==> config.mk <==
export PLATFORM = sky130hd
export DESIGN_NAME = cdot_top
export DESIGN_NICKNAME = d
export VERILOG_FILES = /design/src/logic/cdot_pkg.sv /design/src/logic/cdot_debounce.sv /design/src/logic/cdot_top.sv
export SDC_FILE = /design/constraint.sdc
export NUM_CORES = 1
export LEC_CHECK = 0
export BUFFER_PORTS_ARGS = -buffer_cell sky130_fd_sc_hd__buf_2
export CORE_MARGIN = 2
export CORE_UTILIZATION = 30
export DETAILED_ROUTE_END_ITERATION = 10
export GPL_ROUTABILITY_DRIVEN = 0
export PLACE_DENSITY = 0.5
export SLEW_MARGIN = 25
export SYNTH_ARGS = -nofsm -noshare
export SYNTH_HDL_FRONTEND = slang
export SYNTH_SLANG_ARGS = --single-unit
==> constraint.sdc <==
create_clock -name core_clk -period 4.2 [get_ports core_clk]
set_input_delay 0.21 -clock core_clk [delete_from_list [all_inputs] [get_ports core_clk]]
set_output_delay 0.21 -clock core_clk [all_outputs]
set_load 0.02 [all_outputs]
==> src/logic/cdot_pkg.sv <==
// Package: register map, field positions, reset values and filter lengths
package cdot_pkg;
  localparam int CDOT_AW = 4;
  localparam logic [3:0] CDOT_ADDR_CMP0_CTRL = 4'h0;
  localparam logic [3:0] CDOT_ADDR_CMP1_CTRL = 4'h1;
  localparam logic [3:0] CDOT_ADDR_CMP0_TRIM = 4'h2;
  localparam logic [3:0] CDOT_ADDR_CMP1_TRIM = 4'h3;
  localparam logic [3:0] CDOT_ADDR_HYST = 4'h4;
  localparam logic [3:0] CDOT_ADDR_POL = 4'h5;
  localparam logic [3:0] CDOT_ADDR_AMP0_TRIM = 4'h6;
  localparam logic [3:0] CDOT_ADDR_AMP1_TRIM = 4'h7;
  localparam logic [3:0] CDOT_ADDR_AMP_STAT = 4'h8;
  // Control register fields
  localparam int CDOT_CTL_RAW_BIT = 7;
  localparam int CDOT_CTL_ON_BIT = 6;
  localparam int CDOT_CTL_FILT_BIT = 5;
  localparam int CDOT_CTL_LEN_LSB = 2;
  localparam int CDOT_CTL_BIAS_LSB = 0;
  // Comparator trim fields
  localparam int CDOT_TRM_MODE_BIT = 6;
  localparam int CDOT_TRM_REF_BIT = 5;
  localparam logic [4:0] CDOT_CMP_TRIM_RST = 5'h10;
  // Amplifier trim fields
  localparam int CDOT_ATRM_MODE_BIT = 7;
  localparam int CDOT_ATRM_REF_BIT = 6;
  localparam logic [5:0] CDOT_AMP_TRIM_RST = 6'h20;
  // Hysteresis and polarity fields
  localparam int CDOT_HYS1_LSB = 2;
  localparam int CDOT_HYS0_LSB = 0;
  localparam int CDOT_POL0_BIT = 7;
  localparam int CDOT_POL1_BIT = 6;
  // Debounce thresholds in samples, one less than the history lengths
  localparam logic [6:0] CDOT_LEN_01 = 7'h1F;
  localparam logic [6:0] CDOT_LEN_10 = 7'h3F;
  localparam logic [6:0] CDOT_LEN_11 = 7'h7E;
  localparam logic [7:0] CDOT_RST_BYTE = 8'h00;

  typedef struct packed {
    logic on;
    logic invert;
    logic [1:0] filter_len;
  } cdot_chan_cfg_type;
endpackage

==> src/logic/cdot_debounce.sv <==
// One comparator channel: gating, polarity, synchroniser, debounce, rise pulse
`timescale 1ns/1ps
module cdot_debounce
  import cdot_pkg::*;
(
  input wire logic core_clk, // System clock
  input wire logic rst_n, // Synchronous reset, active low
  input wire logic cmp_decision, // Analog decision, pos above neg
  input wire cdot_chan_cfg_type cfg, // Enable, invert, filter length
  output logic raw_result, // Synchronised raw result bit
  output logic filtered, // Debounced output
  output logic rise_irq // One-cycle pulse on filtered rise
);
  logic [2:0] sync_r;
  logic raw_r;
  logic filt_r;
  logic [6:0] run_r;
  logic [6:0] need;
  logic gated;

  // Disabled core output is low before the inverter
  assign gated = (cfg.on & cmp_decision) ^ cfg.invert;

  // Three-stage synchroniser; the first stage only feeds the second
  always_ff @(posedge core_clk) begin
    if (!rst_n) begin
      sync_r <= 3'h0;
    end else begin
      sync_r <= {sync_r[1:0], gated};
    end
  end

  // A change counts once stages two and three agree; one-sample slivers die here
  always_ff @(posedge core_clk) begin
    if (!rst_n) begin
      raw_r <= 1'h0;
    end else if (sync_r[2] == sync_r[1]) begin
      raw_r <= sync_r[2];
    end
  end
  assign raw_result = raw_r;

  always_comb begin
    unique case (cfg.filter_len)
      2'b01: need = CDOT_LEN_01;
      2'b10: need = CDOT_LEN_10;
      2'b11: need = CDOT_LEN_11;
      default: need = 7'h00;
    endcase
  end

  // Count of consecutive samples differing from output; flip once N+1 agree
  always_ff @(posedge core_clk) begin
    if (!rst_n) begin
      run_r <= 7'h00;
      filt_r <= 1'b0;
    end else if (raw_r == filt_r) begin
      run_r <= 7'h00;
    end else if (run_r >= need) begin
      run_r <= 7'h00;
      filt_r <= raw_r;
    end else begin
      run_r <= run_r + 7'h01;
    end
  end
  assign filtered = filt_r;

  // Rise detector; a wider filter change only delays this
  always_ff @(posedge core_clk) begin
    if (!rst_n) begin
      rise_irq <= 1'b0;
    end else begin
      rise_irq <= (raw_r != filt_r) && (run_r >= need) && raw_r;
    end
  end
endmodule // cdot_debounce

==> src/logic/cdot_top.sv <==
// Comparator debounce and offset trim control block top level
// Operation
// - Raw bit is comparison, inverted when polarity set
// - Disabled comparator output held low before polarity
// - Debounced output changes only after N+1 agreeing samples
// - Filter field selects none, 32, 64, 127 samples
// - Interrupt pulse on debounced rising edge only
// - Second comparator is an independent copy
// - Mode bit selects normal or offset calibration
// - Reference select picks negative or positive input
// - Five-bit trim field, writable, resets to 10000
// - Hysteresis register: cmp1 bits 3-2, cmp0 1-0
// - Unimplemented bits read as zero
// - Amplifier status follows core during calibration
// - Amplifier status reads zero outside calibration mode
// - Polarity bits 7 and 6 of separate register
//
// Chosen here: the address-and-strobe port and the register offsets.
`timescale 1ns/1ps
module cdot_top
  import cdot_pkg::*;
(
  input wire logic core_clk, // System clock, 40 MHz
  input wire logic rst_n, // Synchronous reset, active low
  input wire logic [3:0] reg_addr, // Register address
  input wire logic [7:0] reg_wdata, // Write data
  input wire logic reg_wr, // Write strobe
  input wire logic reg_rd, // Read strobe
  output logic [7:0] reg_rdata, // Read data, cycle after strobe
  input wire logic cmp0_decision, // Comparator 0 core, pos above neg
  input wire logic cmp1_decision, // Comparator 1 core, pos above neg
  input wire logic amp0_decision, // Amplifier 0 core output
  input wire logic amp1_decision, // Amplifier 1 core output
  output logic cmp0_filtered, // Comparator 0 debounced output
  output logic cmp1_filtered, // Comparator 1 debounced output
  output logic cmp0_rise_irq, // Comparator 0 rise pulse
  output logic cmp1_rise_irq, // Comparator 1 rise pulse
  output logic cmp0_on, // Comparator 0 analog enable
  output logic cmp1_on, // Comparator 1 analog enable
  output logic [1:0] cmp0_bias_sel, // Comparator 0 current select
  output logic [1:0] cmp1_bias_sel, // Comparator 1 current select
  output logic cmp0_trim_mode, // Comparator 0 calibration mode
  output logic cmp1_trim_mode, // Comparator 1 calibration mode
  output logic cmp0_trim_ref_sel, // Comparator 0 reference select
  output logic cmp1_trim_ref_sel, // Comparator 1 reference select
  output logic [4:0] cmp0_trim_code, // Comparator 0 trim code
  output logic [4:0] cmp1_trim_code, // Comparator 1 trim code
  output logic [1:0] cmp0_hyst_sel, // Comparator 0 hysteresis
  output logic [1:0] cmp1_hyst_sel, // Comparator 1 hysteresis
  output logic [1:0] amp_trim_mode, // Amplifier calibration modes
  output logic [1:0] amp_trim_ref_sel, // Amplifier reference selects
  output logic [5:0] amp0_trim_code, // Amplifier 0 trim code
  output logic [5:0] amp1_trim_code // Amplifier 1 trim code
);
  logic cmp0_on_r;
  logic cmp1_on_r;
  logic [1:0] cmp0_len_r;
  logic [1:0] cmp1_len_r;
  logic [1:0] cmp0_bias_r;
  logic [1:0] cmp1_bias_r;
  logic cmp0_invert_r;
  logic cmp1_invert_r;
  logic [1:0] cmp_mode_r;
  logic [1:0] cmp_ref_r;
  logic [4:0] cmp0_code_r;
  logic [4:0] cmp1_code_r;
  logic [3:0] hyst_r;
  logic [1:0] amp_mode_r;
  logic [1:0] amp_ref_r;
  logic [5:0] amp0_code_r;
  logic [5:0] amp1_code_r;
  logic [2:0] amp0_sync_r;
  logic [2:0] amp1_sync_r;
  logic amp0_seen_r;
  logic amp1_seen_r;
  logic [7:0] rdata_r;
  logic [7:0] rd_mux;
  logic cmp0_raw_result;
  logic cmp1_raw_result;
  cdot_chan_cfg_type cfg0;
  cdot_chan_cfg_type cfg1;

  function automatic logic hit(input logic [3:0] a, input logic [3:0] target);
    hit = (a == target);
  endfunction

  // Comparator control registers; status bits are not writable
  always_ff @(posedge core_clk) begin
    if (!rst_n) begin
      cmp0_on_r <= 1'b0;
      cmp0_len_r <= 2'h0;
      cmp0_bias_r <= 2'h0;
      cmp1_on_r <= 1'b0;
      cmp1_len_r <= 2'h0;
      cmp1_bias_r <= 2'h0;
    end else if (reg_wr) begin
      if (hit(reg_addr, CDOT_ADDR_CMP0_CTRL)) begin
        cmp0_on_r <= reg_wdata[CDOT_CTL_ON_BIT];
        cmp0_len_r <= reg_wdata[CDOT_CTL_LEN_LSB +: 2];
        cmp0_bias_r <= reg_wdata[CDOT_CTL_BIAS_LSB +: 2];
      end
      if (hit(reg_addr, CDOT_ADDR_CMP1_CTRL)) begin
        cmp1_on_r <= reg_wdata[CDOT_CTL_ON_BIT];
        cmp1_len_r <= reg_wdata[CDOT_CTL_LEN_LSB +: 2];
        cmp1_bias_r <= reg_wdata[CDOT_CTL_BIAS_LSB +: 2];
      end
    end
  end

  // Comparator trim registers
  always_ff @(posedge core_clk) begin
    if (!rst_n) begin
      cmp_mode_r <= 2'h0;
      cmp_ref_r <= 2'h0;
      cmp0_code_r <= CDOT_CMP_TRIM_RST;
      cmp1_code_r <= CDOT_CMP_TRIM_RST;
    end else if (reg_wr) begin
      if (hit(reg_addr, CDOT_ADDR_CMP0_TRIM)) begin
        cmp_mode_r[0] <= reg_wdata[CDOT_TRM_MODE_BIT];
        cmp_ref_r[0] <= reg_wdata[CDOT_TRM_REF_BIT];
        cmp0_code_r <= reg_wdata[4:0];
      end
      if (hit(reg_addr, CDOT_ADDR_CMP1_TRIM)) begin
        cmp_mode_r[1] <= reg_wdata[CDOT_TRM_MODE_BIT];
        cmp_ref_r[1] <= reg_wdata[CDOT_TRM_REF_BIT];
        cmp1_code_r <= reg_wdata[4:0];
      end
    end
  end

  // Hysteresis and polarity registers
  always_ff @(posedge core_clk) begin
    if (!rst_n) begin
      hyst_r <= 4'h0;
      cmp0_invert_r <= 1'b0;
      cmp1_invert_r <= 1'b0;
    end else if (reg_wr) begin
      if (hit(reg_addr, CDOT_ADDR_HYST)) begin
        hyst_r <= reg_wdata[3:0];
      end
      if (hit(reg_addr, CDOT_ADDR_POL)) begin
        cmp0_invert_r <= reg_wdata[CDOT_POL0_BIT];
        cmp1_invert_r <= reg_wdata[CDOT_POL1_BIT];
      end
    end
  end

  // Amplifier trim registers; the sweep itself is firmware's job
  always_ff @(posedge core_clk) begin
    if (!rst_n) begin
      amp_mode_r <= 2'h0;
      amp_ref_r <= 2'h0;
      amp0_code_r <= CDOT_AMP_TRIM_RST;
      amp1_code_r <= CDOT_AMP_TRIM_RST;
    end else if (reg_wr) begin
      if (hit(reg_addr, CDOT_ADDR_AMP0_TRIM)) begin
        amp_mode_r[0] <= reg_wdata[CDOT_ATRM_MODE_BIT];
        amp_ref_r[0] <= reg_wdata[CDOT_ATRM_REF_BIT];
        amp0_code_r <= reg_wdata[5:0];
      end
      if (hit(reg_addr, CDOT_ADDR_AMP1_TRIM)) begin
        amp_mode_r[1] <= reg_wdata[CDOT_ATRM_MODE_BIT];
        amp_ref_r[1] <= reg_wdata[CDOT_ATRM_REF_BIT];
        amp1_code_r <= reg_wdata[5:0];
      end
    end
  end

  // Amplifier outputs are asynchronous; three flops before reading
  always_ff @(posedge core_clk) begin
    if (!rst_n) begin
      amp0_sync_r <= 3'h0;
      amp1_sync_r <= 3'h0;
    end else begin
      amp0_sync_r <= {amp0_sync_r[1:0], amp0_decision};
      amp1_sync_r <= {amp1_sync_r[1:0], amp1_decision};
    end
  end

  // Amplifier level counts once stages two and three agree; hides metastable slivers
  always_ff @(posedge core_clk) begin
    if (!rst_n) begin
      amp0_seen_r <= 1'h0;
      amp1_seen_r <= 1'h0;
    end else begin
      if (amp0_sync_r[2] == amp0_sync_r[1]) begin
        amp0_seen_r <= amp0_sync_r[2];
      end
      if (amp1_sync_r[2] == amp1_sync_r[1]) begin
        amp1_seen_r <= amp1_sync_r[2];
      end
    end
  end

  assign cfg0 = '{on: cmp0_on_r, invert: cmp0_invert_r, filter_len: cmp0_len_r};
  assign cfg1 = '{on: cmp1_on_r, invert: cmp1_invert_r, filter_len: cmp1_len_r};

  // Two identical channels
  cdot_debounce u_chan0 (
    .core_clk(core_clk),
    .rst_n(rst_n),
    .cmp_decision(cmp0_decision),
    .cfg(cfg0),
    .raw_result(cmp0_raw_result),
    .filtered(cmp0_filtered),
    .rise_irq(cmp0_rise_irq)
  );

  cdot_debounce u_chan1 (
    .core_clk(core_clk),
    .rst_n(rst_n),
    .cmp_decision(cmp1_decision),
    .cfg(cfg1),
    .raw_result(cmp1_raw_result),
    .filtered(cmp1_filtered),
    .rise_irq(cmp1_rise_irq)
  );

  // Read mux; every unused bit is zero
  always_comb begin
    rd_mux = CDOT_RST_BYTE;
    unique case (reg_addr)
      CDOT_ADDR_CMP0_CTRL: begin
        rd_mux[CDOT_CTL_RAW_BIT] = cmp0_raw_result;
        rd_mux[CDOT_CTL_ON_BIT] = cmp0_on_r;
        rd_mux[CDOT_CTL_FILT_BIT] = cmp0_filtered;
        rd_mux[CDOT_CTL_LEN_LSB +: 2] = cmp0_len_r;
        rd_mux[CDOT_CTL_BIAS_LSB +: 2] = cmp0_bias_r;
      end
      CDOT_ADDR_CMP1_CTRL: begin
        rd_mux[CDOT_CTL_RAW_BIT] = cmp1_raw_result;
        rd_mux[CDOT_CTL_ON_BIT] = cmp1_on_r;
        rd_mux[CDOT_CTL_FILT_BIT] = cmp1_filtered;
        rd_mux[CDOT_CTL_LEN_LSB +: 2] = cmp1_len_r;
        rd_mux[CDOT_CTL_BIAS_LSB +: 2] = cmp1_bias_r;
      end
      CDOT_ADDR_CMP0_TRIM: begin
        rd_mux[CDOT_TRM_MODE_BIT] = cmp_mode_r[0];
        rd_mux[CDOT_TRM_REF_BIT] = cmp_ref_r[0];
        rd_mux[4:0] = cmp0_code_r;
      end
      CDOT_ADDR_CMP1_TRIM: begin
        rd_mux[CDOT_TRM_MODE_BIT] = cmp_mode_r[1];
        rd_mux[CDOT_TRM_REF_BIT] = cmp_ref_r[1];
        rd_mux[4:0] = cmp1_code_r;
      end
      CDOT_ADDR_HYST: rd_mux[3:0] = hyst_r;
      CDOT_ADDR_POL: begin
        rd_mux[CDOT_POL0_BIT] = cmp0_invert_r;
        rd_mux[CDOT_POL1_BIT] = cmp1_invert_r;
      end
      CDOT_ADDR_AMP0_TRIM: begin
        rd_mux[CDOT_ATRM_MODE_BIT] = amp_mode_r[0];
        rd_mux[CDOT_ATRM_REF_BIT] = amp_ref_r[0];
        rd_mux[5:0] = amp0_code_r;
      end
      CDOT_ADDR_AMP1_TRIM: begin
        rd_mux[CDOT_ATRM_MODE_BIT] = amp_mode_r[1];
        rd_mux[CDOT_ATRM_REF_BIT] = amp_ref_r[1];
        rd_mux[5:0] = amp1_code_r;
      end
      CDOT_ADDR_AMP_STAT: begin
        // Status only meaningful in calibration mode
        rd_mux[0] = amp_mode_r[0] & amp0_seen_r;
        rd_mux[1] = amp_mode_r[1] & amp1_seen_r;
      end
      default: rd_mux = CDOT_RST_BYTE;
    endcase
  end

  // Read data registered, valid the cycle after the strobe only
  always_ff @(posedge core_clk) begin
    if (!rst_n) begin
      rdata_r <= CDOT_RST_BYTE;
    end else if (reg_rd) begin
      rdata_r <= rd_mux;
    end else begin
      rdata_r <= CDOT_RST_BYTE;
    end
  end
  assign reg_rdata = rdata_r;

  // Analog control outputs straight from registers
  assign cmp0_on = cmp0_on_r;
  assign cmp1_on = cmp1_on_r;
  assign cmp0_bias_sel = cmp0_bias_r;
  assign cmp1_bias_sel = cmp1_bias_r;
  assign cmp0_trim_mode = cmp_mode_r[0];
  assign cmp1_trim_mode = cmp_mode_r[1];
  assign cmp0_trim_ref_sel = cmp_ref_r[0];
  assign cmp1_trim_ref_sel = cmp_ref_r[1];
  assign cmp0_trim_code = cmp0_code_r;
  assign cmp1_trim_code = cmp1_code_r;
  assign cmp0_hyst_sel = hyst_r[CDOT_HYS0_LSB +: 2];
  assign cmp1_hyst_sel = hyst_r[CDOT_HYS1_LSB +: 2];
  assign amp_trim_mode = amp_mode_r;
  assign amp_trim_ref_sel = amp_ref_r;
  assign amp0_trim_code = amp0_code_r;
  assign amp1_trim_code = amp1_code_r;
endmodule // cdot_top

==> results.ini, run 1 <==
[status]
status=completed

[worst_setup_path]
arrival_ps=2470
critPathKind=reg2reg
crit_path_end_kind=flip-flop
crit_required_ps=4470
start_kind=flip-flop
crit_fanout=7
r2r_slack_ps=2000

[synthesis]
synthDistinctLibCells=53
synth_top_flop_cell=dfxtp_1
synth.largest_area_cell=dfxtp_1
synth.area.top_cells=dfxtp_1 42%, mux2i_1 13%, nor2b_1 6.2%, ha_1 5.4%, nor2_1 2.5%
ys_seq_area_share_pct=42.5
synth_top_area_share_pct=42.5
ys_ff_latch=88
async_reset_ff_share_pct=0
synthCells=415
synthesis.nets=453
synth_area_per_cell_um2=10.0
synth_edf_count=0
synth_area_um2=4150
synth_warnings=0

[global_route]
antenna_found_initial=1
grtUsageTotal_pct=14.5
grt_pass1_wl_um=16500
grt_start_max_net_pins=70
overflow=0
grt_pass1_vias=3119

[clock_network]
clk_transition_reported_paths_ps=60
ctsResizeCount=0
cts_buffers=9
ctsLongestPathBuffers=2
cts_root_buf=clkbuf_16
cts.sinks=88
cts.hold.buffers_added=0
clk_latency_ps=340
cts_tree=built
cts_htree_levels=3
post_cts_buffers=0

[power]
peakVddDrop_mv=0.227
powerDensity_nw_per_um2=358
power_mw=1.76
cellLeakagePower_nw=2.09

[sta]
fmax_mhz=454
worst_pin_slew_ps=888
slew_viol_final=0
hold_violations=0
fin_skew_ps=5.94
layout_setup_ws_ps=2000
setup_violations=0
min_period_over_period_pct=52.4
rsz0062_at_grt=no
relSlewSlack_pct=40.5
period_needed_ps=2200
tns_ps=0

[drt]
firstDrtPassIters=4
avgViaCountPerCell=4.69
ant_nets=0
drc_errors=0
drt_iter0_drc=163
routed_wl_um=10100
wl_per_cell_um=15.2
vias=3097

[final_layout]
final_cell_area_um2=4930
final_cell_mix=88 x dfxtp_1, 71 x buf_2, 52 x mux2i_1, 41 x nor2b_1, 28 x nor2_1
layout-drive-gt1-share_pct=21.5
fillers=1388
fin_nets=517
area_growth_pct=18.7
layout_commonest_cell=dfxtp_1

[min_path]
holdCritPathClass=in2reg

[floorplanning]
dieHeight_um=122
io_pins=72
core_um2=13400
rows=42
die-area_um2=14800
start_util_pct=31.0
die_w_um=122

[place]
io_buffers=71
dpl_cell_area_um2=4620
hpwl_um=7080
dpl_worst_slack_ps=2000

[flow_run]
maxCapViolations=0

[synth_stat cells, types with 4 or more instances]
cell,n
nor2_1,28
mux4_2,4
nor3b_1,5
inv_1,16
mux2i_1,52
o21ai_0,12
dfxtp_1,88
xor2_1,7
nor2b_1,41
buf_2,4
xnor2_1,9
nand2_1,24
clkbuf_1,8
nand3_1,14
buf_4,4
ha_1,18
and2_1,13
and3_1,9
a21boi_0,9
a21oi_1,4
[through the flow]
stage | hold WS, ps | utilization [%] | std cells
after CTS | 58.5 | 36.7 | 660
final | 71.4 | 36.8 | 661
after detailed placement | 420 | 34.5 | 644
after global placement | 415 | 34.5 | 644
after floorplan | 335 | - | 415
after global routing | 75.0 | 36.7 | 660
[state kept, by name, indices dropped and copies added, names as in the netlist, 3 cells and up]
| name | count |
|---|---|
| amp0_sync_r | 3 |
| u_chan0.sync_r | 3 |
| u_chan1.sync_r | 3 |
| u_chan1.run_r | 7 |
| cmp1_trim_code | 5 |
| u_chan0.run_r | 7 |
| amp0_trim_code | 6 |
| cmp0_trim_code | 5 |
| amp1_sync_r | 3 |
| amp1_trim_code | 6 |
| hyst_r | 4 |
| reg_rdata | 8 |
[area by class of cell]
class                   count  area (um^2)  area share (%)
multi-input cells         292         2220            45.0
flip-flops and latches     88         1760            35.8
repair buffers             72          363            7.37
clock buffers              13          260            5.28
well taps                 176          220            4.47
inverters                  16         60.1            1.22
clock inverters             3         40.0           0.813
diodes                      1         2.50          0.0508
[where the power goes]
group / switching [mW] / internal [mW]
sequential: 0.00600 / 0.843
combinational: 0.0646 / 0.0419
clock: 0.317 / 0.492
[worst paths after layout]
check | start | depth (start not counted) | endpoint
worst min-delay path | amp0_decision | 2 | amp0_sync_r[0]
worst min register to register | u_chan1.sync_r[0] | 1 | u_chan1.sync_r[1]
worst max register to register | cmp0_len_r[1] | 8 | u_chan0.run_r[6]
worst max-delay path | cmp0_len_r[1] | 8 | u_chan0.run_r[6]
[worst max-delay path, cell delays in order (launching register included)]
cell and delay, ps:
dfxtp_1 410, inv_1 80, ha_1 270, ha_1 260
nand2b_1 160, a31o_2 250, a22oi_2 260, o2111ai_2 260
nor2_1 180
[cell families after synthesis]
kind of cell	count (synthesis)	synth area share, %
compound gates	47	8.17
xor+xnor	16	3.38
fa+ha+maj	18	5.43
buf+inv	35	4.19
flops	88	42.5
mux	59	15.5
simple gates	152	20.8
[metal layers]
| layer | vias to the layer above | wire length, um | track usage, % | share of wire (%) |
|---|---|---|---|---|
| met5 | - | 0 | 0 | 0 |
| met3 | 12 | 654 | 5.20 | 6.5 |
| li1 | 1557 | - | - | - |
| met1 | 1451 | 4550 | 17.9 | 45 |
| met4 | 0 | 121 | 4.09 | 1.2 |
| met2 | 77 | 4730 | 23.7 | 47 |
(Power assumes the default switching activity.)
==> run 2: changes to the inputs <==
- PLACE_DENSITY: 0.5 -> 0.52
- clock period: 4.2 -> 1.9 ns (I/O delays scaled with it)
==> run 2 against run 1 <==
Register-to-register slack got worse by 2000 ps. Utilization increased by 3.6 points. Critical path depth up 1. Clock power is 140% higher. Highest routed layer unchanged. Sequential power increased by 120%. Maximum frequency rose by 18%. Global-route usage decreased by 0.073 points.
==> results.ini, run 2 (same netlist as run 1, synthesis figures left out) <==
[status]
status=completed  ; unchanged

[drt]
avgViaCountPerCell=4.64  ; was 4.69
firstDrtPassIters=4  ; unchanged
wl_per_cell_um=15.1  ; was 15.2 um
ant_nets=0  ; unchanged
drt_iter0_drc=122  ; was 163
vias=3194  ; was 3097
routed_wl_um=10400  ; was 10100 um
drc_errors=0  ; unchanged

[clock_network]
clk_latency_ps=350  ; was 340 ps
cts_buffers=9  ; unchanged
clk_transition_reported_paths_ps=70  ; was 60 ps
cts_root_buf=clkbuf_16  ; unchanged
ctsLongestPathBuffers=2  ; unchanged
cts_htree_levels=3  ; unchanged
cts.sinks=88  ; unchanged
cts_tree=built  ; unchanged

[worst_setup_path]
crit_family=simple AND/OR/NAND/NOR gates  ; was compound AO/OA/AOI/OAI gates
crit_required_ps=2180  ; was 4470 ps
crit_path_end_kind=flip-flop  ; unchanged
start_kind=flip-flop  ; unchanged
critPathKind=reg2reg  ; unchanged
crit_fanout=7  ; unchanged
reg2reg_depth=9  ; was 8
worstPathCellList=inv_4 > ha_4 > nor2_4 > ha_4 > and3_4 > a221oi_2 > and3_4 > nand3_4 > nor2_1  ; was inv_1 > ha_1 > ha_1 > nand2b_1 > a31o_2 > a22oi_2 > o2111ai_2 > nor2_1
cp.depth=9  ; was 8
arrival_ps=2150  ; was 2470 ps
crit_slowest_cell=dfxtp_4  ; was dfxtp_1
crit_buf_inv=1  ; unchanged
max_stage_delay_ps=380  ; was 410 ps

[sta]
tns_ps=0  ; unchanged
min_period_over_period_pct=98.5  ; was 52.4%
rsz0062_at_grt=yes  ; was no
relSlewSlack_pct=71.9  ; was 40.5%
period_needed_ps=1870  ; was 2200 ps
slew_viol_final=0  ; unchanged
setup_violations=0  ; unchanged
fmax_mhz=534  ; was 454 MHz
hold_violations=0  ; unchanged
worst_pin_slew_ps=421  ; was 888 ps
fin_skew_ps=5.71  ; was 5.94 ps

[final_layout]
area_growth_pct=30.5  ; was 18.7%
multiInputGateArea_um2=2430  ; was 2220 um^2
largest_reg_flops=8  ; unchanged
diodes=0  ; was 1
fillers=1337  ; was 1388
finalCoreUtilization_pct=40.4  ; was 36.8%
layout-drive-gt1-share_pct=32.2  ; was 21.5%
final_cells=689  ; was 661
final_cell_mix=84 x dfxtp_1, 71 x buf_2, 52 x mux2i_1, 41 x nor2b_1, 25 x buf_4  ; was 88 x dfxtp_1, 71 x buf_2, 52 x mux2i_1, 41 x nor2b_1, 28 x nor2_1
seq_area_um2=1770  ; was 1760 um^2
final_cell_area_um2=5410  ; was 4930 um^2
layout_commonest_cell=dfxtp_1  ; unchanged
fin_nets=546  ; was 517

[floorplanning]
dieHeight_um=122  ; unchanged
rows=42  ; unchanged
io_pins=72  ; unchanged
die_w_um=122  ; unchanged
core_um2=13400  ; unchanged
die-area_um2=14800  ; unchanged
start_util_pct=31.0  ; unchanged

[global_route]
grt_pass1_vias=3138  ; was 3119
overflow=0  ; unchanged
grtUsageTotal_pct=14.4  ; was 14.5%
grt_start_max_net_pins=69  ; was 70
antenna_found_initial=0  ; was 1
grt_pass1_wl_um=16200  ; was 16500 um

[place]
dpl_cell_area_um2=4820  ; was 4620 um^2
io_buffers=71  ; unchanged
hpwl_um=7290  ; was 7080 um
dpl.cell_count=668  ; was 644

[min_path]
hold_path_depth=3  ; was 2
holdCritPathClass=in2reg  ; unchanged

[flow_run]
maxCapViolations=0  ; unchanged

[power]
peakVddDrop_mv=0.451  ; was 0.227 mV
cellLeakagePower_nw=2.29  ; was 2.09 nW
powerDensity_nw_per_um2=752  ; was 358 nW/um^2

==> run 2: cell types whose count changed in the layout (fill, tap and decap cells not counted), sizes merged <==
cell,change
bufinv,+1
clkinvlp,+3
dlygate4sd3,+3
diode,-1
buf,+26
clkbuf,-4
==> run 2: layout make-up <==
class	instances	share of cell area [%]
multi-input combinational	292	44.9
sequential	88	32.7
timing repair buffer	101	11.2
clock buffer	9	4.16
tap	176	4.07
clock inverter	7	1.78
inverter	16	1.16
==> run 2: worst paths after layout <==
check	startpoint	endpoint	slack, ps
worst min register to register	u_chan0.sync_r[0]	u_chan0.sync_r[1]	440
worst min-delay path	reg_wdata[5]	amp1_trim_code[5]	30
worst max-delay path	cmp1_len_r[0]	u_chan1.run_r[0]	30
worst max register to register	cmp1_len_r[0]	u_chan1.run_r[0]	30
==> run 2: per-layer routing <==
layer | global-route usage, % | up-vias | share of wire, %
met5 | 0 | - | 0
met4 | 4.96 | 0 | 1.6
met3 | 4.59 | 13 | 5.8
met2 | 22.9 | 68 | 47
met1 | 18.4 | 1498 | 46
li1 | - | 1615 | -
==> run 2: power by group <==
group | leakage [nW] | internal (mW) | switching [mW]
clock | 0.148 | 1.15 | 0.763
combinational | 1.43 | 0.126 | 0.156
sequential | 0.713 | 1.86 | 0.0129
total | 2.29 | 3.14 | 0.932
==> run 2: metrics by stage <==
| stage | power [mW] | hold slack (ps) | setup slack (ps) |
|---|---|---|---|
| 2_1_floorplan | 2.08 | 220 | -0.731 |
| 3_5_place_dp | 2.18 | 307 | -155 |
| 3_3_place_gp | 2.18 | 302 | -34.8 |
| 6_report | 4.07 | 25.3 | 28.2 |
| 4_1_cts | 4.11 | 18.3 | 2.36 |
| 5_1_grt | 4.23 | 43.7 | -69.9 |
==> run 2: worst register-to-register path: stages, from the launching register on <==
cell      delay [ps]
dfxtp_4          380
inv_4             50
ha_4             150
nor2_4           120
ha_4             210
and3_4           180
a221oi_2         230
and3_4           240
nand3_4          120
nor2_1           120
==> run 2: repair_timing <==
item / in CTS / in global routing
buffers inserted: 1 / 1
pin swaps: 11 / 15
setup endpoints to repair: 18 / 18
endpoints found under the hold margin: 3 / 0
hold buffers: 3 / 0
gates resized for setup: 16 / 28
gates cloned: 0 / 0
==> run 3: changes to the inputs <==
- PLACE_DENSITY: 0.52 -> 0.5
- clock period: 1.9 -> 2 ns (I/O delays scaled with it)
==> run 3 against run 2 <==
Final cell count is 1.3% lower. Clock power is 8% lower. Critical path depth stayed put. Worst hold slack better by 1.4 ps. Clock skew hardly changed. Largest power group is now sequential cells. Largest cell class unchanged. Worst setup slack better by 13 ps. Via count is 0.19% higher. Register-to-register slack hardly changed. Die area stayed put. Sequential cell count stayed put. Global-route usage is 0.34 points higher. Maximum frequency is 4.4% lower.
==> results.ini, run 3 (same netlist as run 1, synthesis figures left out) <==
[power]
p_comb_share_pct=6.8  ; was 6.9%
p_sw_mw=0.826  ; was 0.932 mW
power.share.switching_pct=21.8  ; was 22.9%
share_seq_of_total_power_pct=47.0  ; was 46.1%
peakVddDrop_mv=0.337  ; was 0.451 mV
powerDensity_nw_per_um2=727  ; was 752 nW/um^2
pwr-share-clk_pct=46.2  ; was 47.0%
intPower_mw=2.97  ; was 3.14 mW
cellLeakagePower_nw=2.24  ; was 2.29 nW

[worst_setup_path]
r2r_slack_ps=40  ; was 30 ps
crit_fanout=4  ; was 7
max_stage_delay_ps=320  ; was 380 ps
reg2reg_from=cmp0_len_r[0]  ; was cmp1_len_r[0]
timing.rr.end=u_chan0.filtered  ; was u_chan1.run_r[0]
crit_required_ps=2220  ; was 2180 ps
crit_buf_inv=1  ; unchanged
reg2reg_depth=9  ; unchanged
crit_path_end_kind=flip-flop  ; unchanged
crit_slowest_cell=dfxtp_2  ; was dfxtp_4
crit_family=compound AO/OA/AOI/OAI gates  ; was simple AND/OR/NAND/NOR gates
worstPathCellList=buf_4 > ha_1 > nor2_2 > ha_4 > a21oi_2 > o221a_4 > mux2i_1 > a31oi_1 > o31ai_1  ; was inv_4 > ha_4 > nor2_4 > ha_4 > and3_4 > a221oi_2 > and3_4 > nand3_4 > nor2_1
arrival_ps=2180  ; was 2150 ps
start_kind=flip-flop  ; unchanged
critPathKind=reg2reg  ; unchanged

[drt]
wl_per_cell_um=15.3  ; was 15.1 um
firstDrtPassIters=4  ; unchanged
vias=3200  ; was 3194
ant_nets=0  ; unchanged
routed_wl_um=10400  ; about the same
drt_iter0_drc=144  ; was 122
drc_errors=0  ; unchanged
avgViaCountPerCell=4.71  ; was 4.64

[final_layout]
largest_reg_flops=8  ; unchanged
diodes=0  ; unchanged
layout_commonest_cell=dfxtp_1  ; unchanged
final_cell_mix=84 x dfxtp_1, 71 x buf_2, 52 x mux2i_1, 41 x nor2b_1, 26 x nor2_1  ; was 84 x dfxtp_1, 71 x buf_2, 52 x mux2i_1, 41 x nor2b_1, 25 x buf_4
fin_nets=538  ; was 546
layout-drive-gt1-share_pct=27.8  ; was 32.2%
final_cells=680  ; was 689
area_growth_pct=25.8  ; was 30.5%

[floorplanning]
die_w_um=122  ; unchanged
dieHeight_um=122  ; unchanged
start_util_pct=31.0  ; unchanged
rows=42  ; unchanged
die-area_um2=14800  ; unchanged
core_um2=13400  ; unchanged
io_pins=72  ; unchanged

[sta]
tns_ps=0  ; unchanged
fin_skew_ps=5.67  ; was 5.71 ps
min_period_over_period_pct=97.9  ; was 98.5%
fmax_mhz=511  ; was 534 MHz
worst_pin_slew_ps=464  ; was 421 ps
relSlewSlack_pct=69.1  ; was 71.9%
rsz0062_at_grt=yes  ; unchanged
period_needed_ps=1960  ; was 1870 ps
hold_violations=0  ; unchanged
setup_violations=0  ; unchanged
slew_viol_final=0  ; unchanged

[global_route]
met3_usage_pct=4.03  ; was 4.59%
antenna_found_initial=0  ; unchanged
grtUsageMet1_pct=18.1  ; was 18.4%
grt_pass1_vias=3244  ; was 3138
use_met2_pct=24.5  ; was 22.9%
grt_start_max_net_pins=65  ; was 69
gr-max-usage-layer=met2  ; unchanged
grt_pass1_wl_um=16600  ; was 16200 um
grtUsageTotal_pct=14.7  ; was 14.4%
overflow=0  ; unchanged

[clock_network]
cts_buffers=9  ; unchanged
ctsLongestPathBuffers=2  ; unchanged
cts.sinks=88  ; unchanged
clk_latency_ps=340  ; was 350 ps
clk_transition_reported_paths_ps=60  ; was 70 ps
cts_tree=built  ; unchanged
cts_root_buf=clkbuf_16  ; unchanged
cts_htree_levels=3  ; unchanged

[place]
dpl.cell_count=660  ; was 668
hpwl_um=7390  ; was 7290 um
io_buffers=71  ; unchanged

[min_path]
holdCritPathClass=in2reg  ; unchanged
hold_path_depth=3  ; unchanged
hold_start=reg_wdata[4]  ; was reg_wdata[5]
min_to=cmp0_trim_code[4]  ; was amp1_trim_code[5]

[flow_run]
maxCapViolations=0  ; unchanged

[status]
status=completed  ; unchanged

==> run 3: power groups by stage <==
stage	registers (mW)	logic, mW	clock network, mW
2_1_floorplan	1.83	0.138	0
3_3_place_gp	1.82	0.243	0
3_5_place_dp	1.82	0.245	0
4_1_cts	1.78	0.255	1.81
5_1_grt	1.78	0.279	1.88
6_report	1.78	0.256	1.75
==> run 3: layout make-up <==
cell class	instances	area (um^2)
clock buffer	11	233
fill	1376	8180
tap	176	220
inverter	16	60.1
clock inverter	4	70.1
sequential	88	1770
multi-input combinational	292	2330
timing repair buffer	93	538
==> run 3: worst max-delay path by stage <==
stage / start / endpoint / depth (start not counted)
2_1_floorplan: cmp0_len_r[0] / u_chan0.run_r[2] / 8
3_3_place_gp: cmp0_len_r[0] / u_chan0.run_r[5] / 8
3_5_place_dp: cmp0_len_r[0] / u_chan0.run_r[1] / 8
4_1_cts: cmp0_len_r[0] / u_chan0.run_r[1] / 8
5_1_grt: cmp0_len_r[0] / u_chan0.filtered / 9
6_report: cmp0_len_r[0] / u_chan0.filtered / 9
==> run 3: stage by stage <==
step                util [%]  power [mW]  hold WS (ps)  cell area, um^2  worst slack, ps
floorplan                  -        1.97           225             4150             5.81
global placement        35.5        2.06           312             4760            -64.4
detailed placement      35.5        2.07           312             4760             -143
CTS                     38.3        3.85          15.5             5130             6.29
global route            38.9        3.94          37.8             5220            -93.4
finish                  38.9        3.79          26.7             5220             41.2
==> run 3: what timing repair did <==
action	CTS	global route
resized for setup	8	15
endpoints found under the setup margin	16	17
endpoints found under the hold margin	2	0
setup buffers	2	1
pin swaps	5	14
hold buffers	2	0
==> run 3: metal layers <==
layer / vias to the layer above / wire length [um]
met1: 1521 / 4700
met3: 14 / 501
met2: 68 / 5020
li1: 1597 / -
met4: 0 / 185
met5: - / 0
==> run 3: tightest hold or removal path, delay by kind of cell <==
family	cells	cell delay, ps
buffers and inverters	1	110
multiplexers	1	70
AND/OR/NAND/NOR	1	60
